[config.mk]
export PLATFORM = sky130hd
export DESIGN_NAME = usb_otg_status_control_regs
export DESIGN_NICKNAME = d
export VERILOG_FILES = /design/src/design/otg_regs_pkg.sv /design/src/design/usb_otg_status_control_regs.sv
export SDC_FILE = /design/constraint.sdc
export NUM_CORES = 1
export LEC_CHECK = 0
export ABC_AREA = 1
export ABC_CLOCK_PERIOD_IN_PS = 1300
export BUFFER_PORTS_ARGS = -buffer_cell sky130_fd_sc_hd__buf_2
export CAP_MARGIN = 40
export CORE_MARGIN = 3
export CORE_UTILIZATION = 48
export CTS_CLUSTER_DIAMETER = 120
export DETAILED_ROUTE_END_ITERATION = 6
export PLACE_DENSITY_LB_ADDON = 0.05
export SYNTH_ARGS = -nofsm -noshare
export SYNTH_HDL_FRONTEND = slang
export SYNTH_SLANG_ARGS = --single-unit
[constraint.sdc]
create_clock -name clk -period 1.3 [get_ports clk]
set_input_delay 0.39 -clock clk [delete_from_list [all_inputs] [get_ports clk]]
set_output_delay 0.39 -clock clk [all_outputs]
set_load 0.05 [all_outputs]
[src/design/otg_regs_pkg.sv]
// Package with register map, field positions and timing for the OTG register bank.
package otg_regs_pkg;

    localparam logic [3:0] ADDR_IRQ_EN    = 4'h0;
    localparam logic [3:0] ADDR_STATUS    = 4'h4;
    localparam logic [3:0] ADDR_CONTROL   = 4'h8;
    localparam logic [3:0] ADDR_EVENTS    = 4'hc;

    localparam int         CLK_MHZ        = 200;
    localparam int         STABLE_TIME_US = 1000;
    localparam int         STABLE_CYCLES  = STABLE_TIME_US * CLK_MHZ;

    localparam logic [7:0] IRQ_EN_MASK    = 8'hfd;
    localparam logic [7:0] IRQ_EN_RESET   = 8'h00;
    localparam logic [7:0] CONTROL_RESET  = 8'h00;

    localparam int         BIT_CABLE      = 7;
    localparam int         BIT_MILLI      = 6;
    localparam int         BIT_STABLE     = 5;
    localparam int         BIT_ACTIVITY   = 4;
    localparam int         BIT_SESSION    = 3;
    localparam int         BIT_B_END      = 2;
    localparam int         BIT_A_VALID    = 0;

    localparam int         BIT_DP_UP      = 7;
    localparam int         BIT_DM_UP      = 6;
    localparam int         BIT_DP_DOWN    = 5;
    localparam int         BIT_DM_DOWN    = 4;
    localparam int         BIT_POWER      = 3;
    localparam int         BIT_SW_PULL    = 2;
    localparam int         BIT_CHARGE     = 1;
    localparam int         BIT_DISCHARGE  = 0;

    typedef struct packed {
        logic dplus_pullup_en;
        logic dminus_pullup_en;
        logic dplus_pulldown_en;
        logic dminus_pulldown_en;
    } pull_set_t;

endpackage

[src/design/usb_otg_status_control_regs.sv]
// OTG enable, status and control registers on an Avalon-MM slave.
//
// Contract
// - Bits 31 to 8 read zero, ignore writes
// - Enable bit 7 gates cable-type change interrupt
// - Enable bit 6 gates millisecond timer interrupt
// - Enable bit 5 gates line-stable interrupt
// - Enable bit 4 gates bus-activity interrupt
// - Enable bit 3 gates session-valid interrupt
// - Enable bit 2 gates session-end interrupt
// - Enable bit 0 gates VBUS-valid; bit 1 zero
// - Status bit 7 shows cable type pin
// - Status bits 6, 4, 1 read zero
// - Status bit 5: line unchanged one millisecond
// - Status bit 3: VBUS above session valid
// - Status bit 2: B-device session ended
// - Status bit 0: A-device VBUS valid
// - Control bit 7 drives D+ pull-up
// - Control bits 6..4 drive other pulls
// - Control bit 3 powers VBUS
// - Control bit 2 selects software pull control
// - Control bits 1, 0 charge/discharge VBUS
`timescale 1ns/10ps

module usb_otg_status_control_regs #(
    parameter int STABLE_COUNT = otg_regs_pkg::STABLE_CYCLES
) (
    // Clock and reset.
    input  wire  logic                    clk,
    input  wire  logic                    reset_n,
    // Avalon-MM slave.
    input  wire  logic [3:0]              address,
    input  wire  logic                    read,
    input  wire  logic                    write,
    input  wire  logic [3:0]              byteenable,
    input  wire  logic [31:0]             writedata,
    output logic       [31:0]             readdata,
    output logic                          waitrequest,
    // Cable and line indications.
    input  wire  logic                    cable_type_state,
    input  wire  logic                    session_valid_state,
    input  wire  logic                    b_session_end_state,
    input  wire  logic                    a_vbus_valid_state,
    input  wire  logic                    se0_indication,
    input  wire  logic                    j_line_indication,
    // Event pulses from the USB core.
    input  wire  logic                    milli_timer_expired,
    input  wire  logic                    bus_activity_seen,
    // Pull requests from the USB hardware.
    input  wire  otg_regs_pkg::pull_set_t hw_pulls,
    // Line drives and interrupt.
    output otg_regs_pkg::pull_set_t       line_pulls,
    output logic                          bus_power_drive,
    output logic                          bus_charge_en,
    output logic                          bus_discharge_en,
    output logic                          otg_irq
);

    if (STABLE_COUNT < 2 || STABLE_COUNT > 32'h3fffffff) begin : g_bad_count
        $error("STABLE_COUNT out of range");
    end

    typedef struct packed {
        logic [31:0]             readdata;
        logic                    waitrequest;
        logic [7:0]              irq_en;
        logic [7:0]              control;
        logic [7:0]              events;
        logic [7:0]              status;
        logic [1:0]              line_last;
        logic [31:0]             stable_cnt;
        otg_regs_pkg::pull_set_t pulls;
        logic                    irq;
        logic                    live;
    } state_t;

    state_t st_r;
    state_t st_nxt;

    logic [7:0] status_now;
    logic [7:0] set_ev;
    logic       access;

    always_comb begin
        st_nxt = st_r;
        access = (read || write) && st_r.waitrequest;
        status_now = 8'h00;
        status_now[otg_regs_pkg::BIT_CABLE] = cable_type_state;
        status_now[otg_regs_pkg::BIT_STABLE] = (st_r.stable_cnt == 32'(STABLE_COUNT - 1));
        status_now[otg_regs_pkg::BIT_SESSION] = session_valid_state;
        status_now[otg_regs_pkg::BIT_B_END] = b_session_end_state;
        status_now[otg_regs_pkg::BIT_A_VALID] = a_vbus_valid_state;
        st_nxt.status = status_now;

        st_nxt.line_last = {se0_indication, j_line_indication};
        if (st_nxt.line_last != st_r.line_last) begin
            st_nxt.stable_cnt = 32'h00000000;
        end else if (st_r.stable_cnt != 32'(STABLE_COUNT - 1)) begin
            st_nxt.stable_cnt = st_r.stable_cnt + 32'h00000001;
        end

        // Change and event detection.
        set_ev = 8'h00;
        set_ev[otg_regs_pkg::BIT_CABLE] = status_now[otg_regs_pkg::BIT_CABLE]
                                        ^ st_r.status[otg_regs_pkg::BIT_CABLE];
        set_ev[otg_regs_pkg::BIT_MILLI] = milli_timer_expired;
        set_ev[otg_regs_pkg::BIT_STABLE] = status_now[otg_regs_pkg::BIT_STABLE]
                                         & ~st_r.status[otg_regs_pkg::BIT_STABLE];
        set_ev[otg_regs_pkg::BIT_ACTIVITY] = bus_activity_seen;
        set_ev[otg_regs_pkg::BIT_SESSION] = status_now[otg_regs_pkg::BIT_SESSION]
                                          ^ st_r.status[otg_regs_pkg::BIT_SESSION];
        set_ev[otg_regs_pkg::BIT_B_END] = status_now[otg_regs_pkg::BIT_B_END]
                                        ^ st_r.status[otg_regs_pkg::BIT_B_END];
        set_ev[otg_regs_pkg::BIT_A_VALID] = status_now[otg_regs_pkg::BIT_A_VALID]
                                          ^ st_r.status[otg_regs_pkg::BIT_A_VALID];

        // Level changes are not flagged on the first cycle out of reset, when the
        // stored status still holds its reset value and not the pins.
        st_nxt.live = 1'b1;
        if (!st_r.live) begin
            set_ev[otg_regs_pkg::BIT_CABLE] = 1'b0;
            set_ev[otg_regs_pkg::BIT_SESSION] = 1'b0;
            set_ev[otg_regs_pkg::BIT_B_END] = 1'b0;
            set_ev[otg_regs_pkg::BIT_A_VALID] = 1'b0;
        end

        // Bus slave: one wait cycle, then the answer at the next edge.
        st_nxt.waitrequest = 1'b1;
        st_nxt.readdata = 32'h00000000;
        if (access) begin
            st_nxt.waitrequest = 1'b0;
            if (read) begin
                unique case (address)
                    otg_regs_pkg::ADDR_IRQ_EN:  st_nxt.readdata = {24'h000000, st_r.irq_en};
                    otg_regs_pkg::ADDR_STATUS:  st_nxt.readdata = {24'h000000, st_r.status};
                    otg_regs_pkg::ADDR_CONTROL: st_nxt.readdata = {24'h000000, st_r.control};
                    otg_regs_pkg::ADDR_EVENTS:  st_nxt.readdata = {24'h000000, st_r.events};
                    default:                    st_nxt.readdata = 32'h00000000;
                endcase
            end
        end

        // Events: write one to clear, a new event wins over the clear.
        st_nxt.events = st_r.events;
        if (access && write && byteenable[0] && address == otg_regs_pkg::ADDR_EVENTS) begin
            st_nxt.events = st_r.events & ~writedata[7:0];
        end
        st_nxt.events = (st_nxt.events | set_ev) & otg_regs_pkg::IRQ_EN_MASK;

        if (access && write && byteenable[0]) begin
            if (address == otg_regs_pkg::ADDR_IRQ_EN) begin
                st_nxt.irq_en = writedata[7:0] & otg_regs_pkg::IRQ_EN_MASK;
            end
            if (address == otg_regs_pkg::ADDR_CONTROL) begin
                st_nxt.control = writedata[7:0];
            end
        end

        if (st_r.control[otg_regs_pkg::BIT_SW_PULL]) begin
            st_nxt.pulls.dplus_pullup_en = st_r.control[otg_regs_pkg::BIT_DP_UP];
            st_nxt.pulls.dminus_pullup_en = st_r.control[otg_regs_pkg::BIT_DM_UP];
            st_nxt.pulls.dplus_pulldown_en = st_r.control[otg_regs_pkg::BIT_DP_DOWN];
            st_nxt.pulls.dminus_pulldown_en = st_r.control[otg_regs_pkg::BIT_DM_DOWN];
        end else begin
            st_nxt.pulls = hw_pulls;
        end

        st_nxt.irq = |(st_r.events & st_r.irq_en);

        if (!reset_n) begin
            st_nxt = '0;
            st_nxt.waitrequest = 1'b1;
            st_nxt.irq_en = otg_regs_pkg::IRQ_EN_RESET;
            st_nxt.control = otg_regs_pkg::CONTROL_RESET;
        end
    end

    always_ff @(posedge clk) begin
        st_r <= st_nxt;
    end

    assign readdata = st_r.readdata;
    assign waitrequest = st_r.waitrequest;
    assign line_pulls = st_r.pulls;
    assign bus_power_drive = st_r.control[otg_regs_pkg::BIT_POWER];
    assign bus_charge_en = st_r.control[otg_regs_pkg::BIT_CHARGE];
    assign bus_discharge_en = st_r.control[otg_regs_pkg::BIT_DISCHARGE];
    assign otg_irq = st_r.irq;

    readback_upper_a: assert property (@(posedge clk) disable iff (!reset_n)
        !st_r.waitrequest |-> st_r.readdata[31:8] == 24'h000000)
        else $error("upper read bits not zero");

    cable_gate_a: assert property (@(posedge clk) disable iff (!reset_n)
        ($past(st_r.events[7]) && !$past(st_r.irq_en[7]) && $past(st_r.events) == 8'h80)
        |-> !otg_irq)
        else $error("cable interrupt not masked");

    milli_gate_a: assert property (@(posedge clk) disable iff (!reset_n)
        (st_r.events == 8'h40 && st_r.irq_en[6]) |=> otg_irq)
        else $error("timer interrupt missing");

    stable_gate_a: assert property (@(posedge clk) disable iff (!reset_n)
        (st_r.events == 8'h20 && !st_r.irq_en[5]) |=> !otg_irq)
        else $error("line stable interrupt not masked");

    activity_gate_a: assert property (@(posedge clk) disable iff (!reset_n)
        (st_r.events == 8'h10 && !st_r.irq_en[4]) |=> !otg_irq)
        else $error("activity interrupt not masked");

    session_gate_a: assert property (@(posedge clk) disable iff (!reset_n)
        (st_r.events == 8'h08 && st_r.irq_en[3]) |=> otg_irq)
        else $error("session interrupt missing");

    bend_gate_a: assert property (@(posedge clk) disable iff (!reset_n)
        (st_r.events == 8'h04 && st_r.irq_en[2]) |=> otg_irq)
        else $error("session end interrupt missing");

    en_bit1_a: assert property (@(posedge clk) disable iff (!reset_n)
        !st_r.irq_en[1] && !st_r.events[1])
        else $error("enable bit 1 set");

    status_zero_a: assert property (@(posedge clk) disable iff (!reset_n)
        st_r.status[6] == 1'b0 && st_r.status[4] == 1'b0 && st_r.status[1] == 1'b0)
        else $error("reserved status bit set");

    cable_follow_a: assert property (@(posedge clk) disable iff (!reset_n)
        $past(reset_n) |-> st_r.status[7] == $past(cable_type_state))
        else $error("cable status wrong");

    stable_reset_a: assert property (@(posedge clk) disable iff (!reset_n)
        ($past(reset_n) && $past({se0_indication, j_line_indication}, 3)
         != $past({se0_indication, j_line_indication}, 2)) |-> !st_r.status[5])
        else $error("stable flag despite line change");

    levels_follow_a: assert property (@(posedge clk) disable iff (!reset_n)
        $past(reset_n) |-> {st_r.status[3], st_r.status[2], st_r.status[0]} ==
        $past({session_valid_state, b_session_end_state, a_vbus_valid_state}))
        else $error("session level status wrong");

    pull_sw_a: assert property (@(posedge clk) disable iff (!reset_n)
        ($past(reset_n) && $past(st_r.control[2])) |->
        line_pulls == $past(st_r.control[7:4]))
        else $error("software pulls not applied");

    pull_hw_a: assert property (@(posedge clk) disable iff (!reset_n)
        ($past(reset_n) && !$past(st_r.control[2])) |-> line_pulls == $past(hw_pulls))
        else $error("hardware pulls not applied");

    power_bits_a: assert property (@(posedge clk) disable iff (!reset_n)
        {bus_power_drive, bus_charge_en, bus_discharge_en} ==
        {st_r.control[3], st_r.control[1:0]})
        else $error("VBUS drive bits wrong");

    irq_any_a: assert property (@(posedge clk) disable iff (!reset_n)
        ($past(reset_n) && |($past(st_r.events) & $past(st_r.irq_en))) |-> otg_irq)
        else $error("interrupt not raised");

    irq_quiet_a: assert property (@(posedge clk) disable iff (!reset_n)
        ($past(reset_n) && ($past(st_r.events) & $past(st_r.irq_en)) == 8'h00)
        |-> !otg_irq)
        else $error("interrupt without enabled flag");

    cable_event_a: assert property (@(posedge clk) disable iff (!reset_n)
        ($past(reset_n) && $past(st_r.live) && st_r.status[7] != $past(st_r.status[7]))
        |-> st_r.events[7])
        else $error("cable change not flagged");

    session_event_a: assert property (@(posedge clk) disable iff (!reset_n)
        ($past(reset_n) && $past(st_r.live) && st_r.status[3] != $past(st_r.status[3]))
        |-> st_r.events[3])
        else $error("session change not flagged");

    bend_event_a: assert property (@(posedge clk) disable iff (!reset_n)
        ($past(reset_n) && $past(st_r.live) && st_r.status[2] != $past(st_r.status[2]))
        |-> st_r.events[2])
        else $error("session end change not flagged");

    avalid_event_a: assert property (@(posedge clk) disable iff (!reset_n)
        ($past(reset_n) && $past(st_r.live) && st_r.status[0] != $past(st_r.status[0]))
        |-> st_r.events[0])
        else $error("VBUS valid change not flagged");

    stable_flag_a: assert property (@(posedge clk) disable iff (!reset_n)
        (st_r.stable_cnt == 32'(STABLE_COUNT - 1)) |=> st_r.status[5])
        else $error("stable flag missing after full count");

endmodule

== Word-level counts from Yosys, hierarchy flattened ==
Cells that the tools add are included.
Widths: inputs -> output; s select.

* Output and inout port bits: 41
* Register bits: 104
* Input port bits: 56

* $add $sub $neg: 1
* Mux-type cells: 8
* Bitwise gates (word level): 11
* Eq/ne operators: 6
* Reductions and logical operators: 11

{| class="wikitable"
|+ Operator list
! operator !! count
|-
| $add 32x1->32 const B || 1
|-
| $eq 32x18->1 const B || 1
|-
| $ne 32x18->1 const B || 1
|-
| $pmux 8 s4 || 1
|-
| $and 8x8->8 || 2
|-
| $eq 4x4->1 const B || 2
|-
| $mux 8 || 1
|-
| $not 8->8 || 1
|-
| $or 8x8->8 || 1
|-
| $reduce_or 8->1 || 1
|-
| $eq 4x3->1 const B || 1
|-
| $logic_and 1x1->1 || 4
|-
| $logic_not 4->1 || 1
|-
| $mux 1 || 4
|-
| $mux 4 || 1
|-
| $reduce_and 2->1 || 2
|-
| $xor 1x1->1 || 4
|-
| $reduce_and 3->1 || 1
|-
| $mux 2 || 1
|-
| $ne 2x2->1 || 1
|-
| $not 1->1 || 2
|-
| $reduce_or 2->1 || 1
|-
| $and 1x1->1 || 1
|-
| $logic_or 1x1->1 || 1
|}

== Logic depth before layout (Yosys ltp) ==
* Word-level depth: 7
* Mapped depth: 9
* Gate-level depth less buffers: 9

== Worst setup path before layout ==
Ideal clock, no wire load.

* Path type: reg-to-reg
* From: register st_r (netlist bit waitrequest)
* To: register st_r[70] (netlist bit)
* Period minus slack after synthesis: 1.612 ns
* Stages on the path, launching flop included: 6
* Setup slack: -0.312 ns
* Arrival: 1.492 ns
* Required time: 1.181 ns
* Path buffers: 0
* Cells stage by stage: dfxtp_1 -> nand3_1 -> nor2_4 -> inv_1 -> o21ai_0 -> a21oi_1

* Word-level cells in the longest chain between the ends: 4

{| class="wikitable"
|+ Ends and longest elaborated chain
! element !! RTL line !! RTL
|-
| start: declaration || usb_otg_status_control_regs.sv:77 || <nowiki>state_t st_r;</nowiki>
|-
| start signal: assignment || usb_otg_status_control_regs.sv:179 || <nowiki>st_r <= st_nxt;</nowiki>
|-
| $logic_and 1x1->1 || usb_otg_status_control_regs.sv:86 || <nowiki>access = (read || write) && st_r.waitrequest;</nowiki>
|-
| $logic_and 1x1->1 (2 in series) || usb_otg_status_control_regs.sv:150 || <nowiki>if (access && write && byteenable[0]) begin</nowiki>
|-
| $reduce_and 2->1 (no line) || n/a ||
|}

No other way between the ends.
A chain may end at the register's enable or synchronous reset.

== Worst setup path in the final report ==
* From: register st_r[7] (netlist bit)
* To: register st_r[36] (netlist bit)

* Word-level cells in the longest chain between the ends: 1
* Elaborated cells on any way between the ends: 2

{| class="wikitable"
|+ Ends and longest elaborated chain
! element !! RTL line
|-
| $add 32x1->32 / $ne 32x18->1 (equally long branches) || usb_otg_status_control_regs.sv:99, usb_otg_status_control_regs.sv:98
|}

Parallel ways exist; a longest one is shown, timed or not.

==> results.sh <==
export IMPL_unrepaired_setup_endpoints_after_global_routing="true"
export IMPL_cellLeakagePower_nw=2.029
export IMPL_outcome="finished with violations"
export IMPL_vias_per_cell=4.804
export IMPL_clock_path_buffers=2
export IMPL_floorplan_die_height_um=97.22
export IMPL_post_synth_top_area_cell="dfxtp_1"
export IMPL_holdCritPathClass="input pin to register"
export IMPL_drive_gt1_frac=0.3139
export IMPL_setup_violations_final=7
export IMPL_ys_warnings_count=0
export IMPL_data_arrival_time_at_the_worst_slack_endpoint_ns=1.62
export IMPL_post_route_period_util=1.035
export IMPL_timing_hold_worst_endpoint="st_r[47]"
export IMPL_post_synth_cell_area_avg_um2=6.874
export IMPL_cts_hold_buffers=0
export IMPL_placedCellCount=748
export IMPL_postRouteWirelength_mm=9.686
export IMPL_proportion_of_register_bits_with_asynchronous_set_or_reset_after_synthesis=0
export IMPL_hold_path_startpoint="cable_type_state"
export IMPL_initial_utilization=0.5063
export IMPL_layout_cell_area_non_filler_um2=5024
export IMPL_remaining_number_of_nets_flagged_by_the_antenna_check_after_routing=0
export IMPL_regToRegSetupSlack_ns=-0.05
export IMPL_critical_path_endpoint_type="register"
export IMPL_synth_top_cell_area_share=0.3810
export IMPL_hold_depth=3
export IMPL_hold_violations=0
export IMPL_post_route_drc_count=0
export IMPL_tritoncts="yes"
export IMPL_synth_edff_count=0
export IMPL_pre_cts_ws_ns=-0.2797
export IMPL_worstPathCellList="ha_4, nand2_4, nor2_4, buf_4, nand2_1, nor2_2, nand3_1, a21oi_1"
export IMPL_floorplan_rows=32
export IMPL_clock_insertion_delay_worst_skew_ns=0.35
export IMPL_yosysSeqAreaShare=0.3810
export IMPL_finalWeightedCongestion=0.8817
export IMPL_gr_total_overflow=0
export IMPL_critical_setup_path_class="register to register"
export IMPL_wire_per_inst_um=12.56
export IMPL_clkTransAtPathRegs_ns=0.09
export IMPL_max_clock_freq_mhz=742.9
export IMPL_critical_path_max_fanout=4
export IMPL_area_growth_pct=25.78
export IMPL_n_antenna_cell=0
export IMPL_drv_slew=0
export IMPL_setup_slack_ns=-0.04600
export IMPL_finish_cell_count_without_fillers=771
export IMPL_floorplan_core_area_um2=7888
export IMPL_synthesis_area_um2=3994
export IMPL_r2r_cells=8
export IMPL_crit_path_start_kind="register"
export IMPL_worst_endpoint_required_ns=1.58
export IMPL_clock_skew_ns=0.01246
export IMPL_floorplan_die_area_um2=9451
export IMPL_r2r_end="st_r[36]"
export IMPL_synth_top_cells_by_area="dfxtp_1, nand2_1, nor2_1"
export IMPL_drtPass1Iterations=4
export IMPL_drv_cap=0
export IMPL_grt_pass1_wl_mm=16.02
export IMPL_multi_input_comb_area_um2=2236
export IMPL_timing_critical_path_slowest_stage_cell="dfxtp_2"
export IMPL_timing_final_crit_period_ns=1.346
export IMPL_synth_cells=581
export IMPL_initialDrtViolationCount=94
export IMPL_pwr_cell_area_nw_per_um2=914.9
export IMPL_grtUsageTotal=0.2050
export IMPL_synth_ff_type="dfxtp_1"
export IMPL_cts_htree_levels=3
export IMPL_vias=3704
export IMPL_tritoncts_num_buffers=9
export IMPL_die_width_um=97.22
export IMPL_postSynthRegisterBits=76
export IMPL_number_of_global_route_vias_before_repair=3545
export IMPL_nNetsFinal=721
export IMPL_utilization=0.6369
export IMPL_cts_sink_count=76
export IMPL_nFillCells=702
export IMPL_detailed_place_hpwl_mm=7.441
export IMPL_ir_worst_vdd_v=0.0004011
export IMPL_detailed_place_area_um2=4463
export IMPL_io_buffers=45
export IMPL_synth_lib_cells_used_distinct=34
export IMPL_antenna_found_initial=0
export IMPL_clock_tree_root_cell="clkbuf_8"
export IMPL_slowest_delay_ns=0.36
export IMPL_design_portCount=97
export IMPL_seq_area_um2=1550
export IMPL_fin_worst_hold_slack_ns=0.2367
export IMPL_grt_max_degree=18
export IMPL_violations="negative setup slack"
export IMPL_timing_rr_start="st_r[7]"
## metal layers
layer  global-route usage  part of all wire
met1               0.2301              0.42
met2               0.3769              0.52
met3              0.04379             0.046
met4              0.07881             0.015
met5                    0                 0
## kinds of logic after synthesis
group / after synthesis / synth area share
other: 1 / 0.0009389
buffers and inverters: 110 / 0.1391
AND/OR/NAND/NOR: 295 / 0.3368
adder cells (fa/ha/maj): 1 / 0.003132
AO/OA/AOI/OAI: 86 / 0.1128
XOR/XNOR: 12 / 0.02632
flip-flops: 76 / 0.3810
## registers in the layout (all words and copies together), names as in the netlist
register and count:
readdata 8, otg_irq 1, st_r 59, bus_power_drive 1, waitrequest 1, bus_discharge_en 1
line_pulls 4, bus_charge_en 1
## layout by cell type, fill, tap and decap left out, drive strengths merged, types with 2 or more instances in the layout
cell type and n:
clkbuf 9, clkinv 2, conb 24, nand3 27
nor3b 2, xor2 8, buf 90, dfxtp 76
inv 70, nand3b 3, clkinvlp 4, nor2 114
nand4 3, nand2 138, nor3 7, xnor2 4
a21oi 41, o21ai 37, a31oi 5
## cell type report
cell class,instances,share of cell area
repair buffers,90,0.1308
inverters,69,0.05405
well taps,102,0.02540
clock buffers,9,0.02466
clock inverters,7,0.01146
multi-input cells,418,0.4451
flip-flops and latches,76,0.3086
## through the flow
stage	setup TNS [ns]	power (W)
2_1_floorplan	0	0.002841
3_3_place_gp	-3.156	0.002928
3_5_place_dp	-4.572	0.002934
4_1_cts	-0.2799	0.004635
5_1_grt	-2.568	0.004789
6_report	-0.2196	0.004596
## report_power, final
group	leakage (nW)	switching, W	total [W]	internal, W
Clock	0.0886	0.000974	0.00170	0.000723
Sequential	0.628	0.0000312	0.00240	0.00237
Combinational	1.31	0.000354	0.000497	0.000143
## synth_stat cells, types with 2 or more instances
cell type	number
nand2_1	130
dfxtp_1	76
xor2_1	8
nand3b_1	3
a31oi_1	5
o21ai_0	33
nor2_2	10
nand2_4	3
xnor2_1	4
o21ai_1	4
a21oi_1	40
nor3b_1	2
nand2_2	5
buf_2	2
buf_4	37
clkbuf_1	2
nor2_1	94
inv_1	63
nand4_1	3
nand3_1	23
inv_2	4
nand3_2	4
nor2_4	10
nor3_1	6
## worst max path at each step
stage	startpoint	cells past startpoint	endpoint
5_1_grt	st_r[7]	9	st_r[6]
4_1_cts	st_r[7]	8	st_r[28]
2_1_floorplan	waitrequest	5	st_r[70]
3_3_place_gp	address[1]	7	st_r[55]
6_report	st_r[7]	8	st_r[36]
3_5_place_dp	address[1]	7	st_r[48]
## critical path, delay by kind of cell, from the launching register on
family / cells / cell delay [ns]
AO/OA/AOI/OAI: 1 / 0.14
adder cells (fa/ha/maj): 1 / 0.16
buffers and inverters: 1 / 0.14
flip-flops: 1 / 0.36
AND/OR/NAND/NOR: 5 / 0.48
## what timing repair did
action	4_1_cts	5_1_grt
hold endpoints to repair	0	0
buffers inserted	2	5
cloned	0	0
setup endpoints to repair	42	37
gates resized for setup	42	66
pin swaps	10	17
Note: power is estimated with default switching activity, not from simulation.
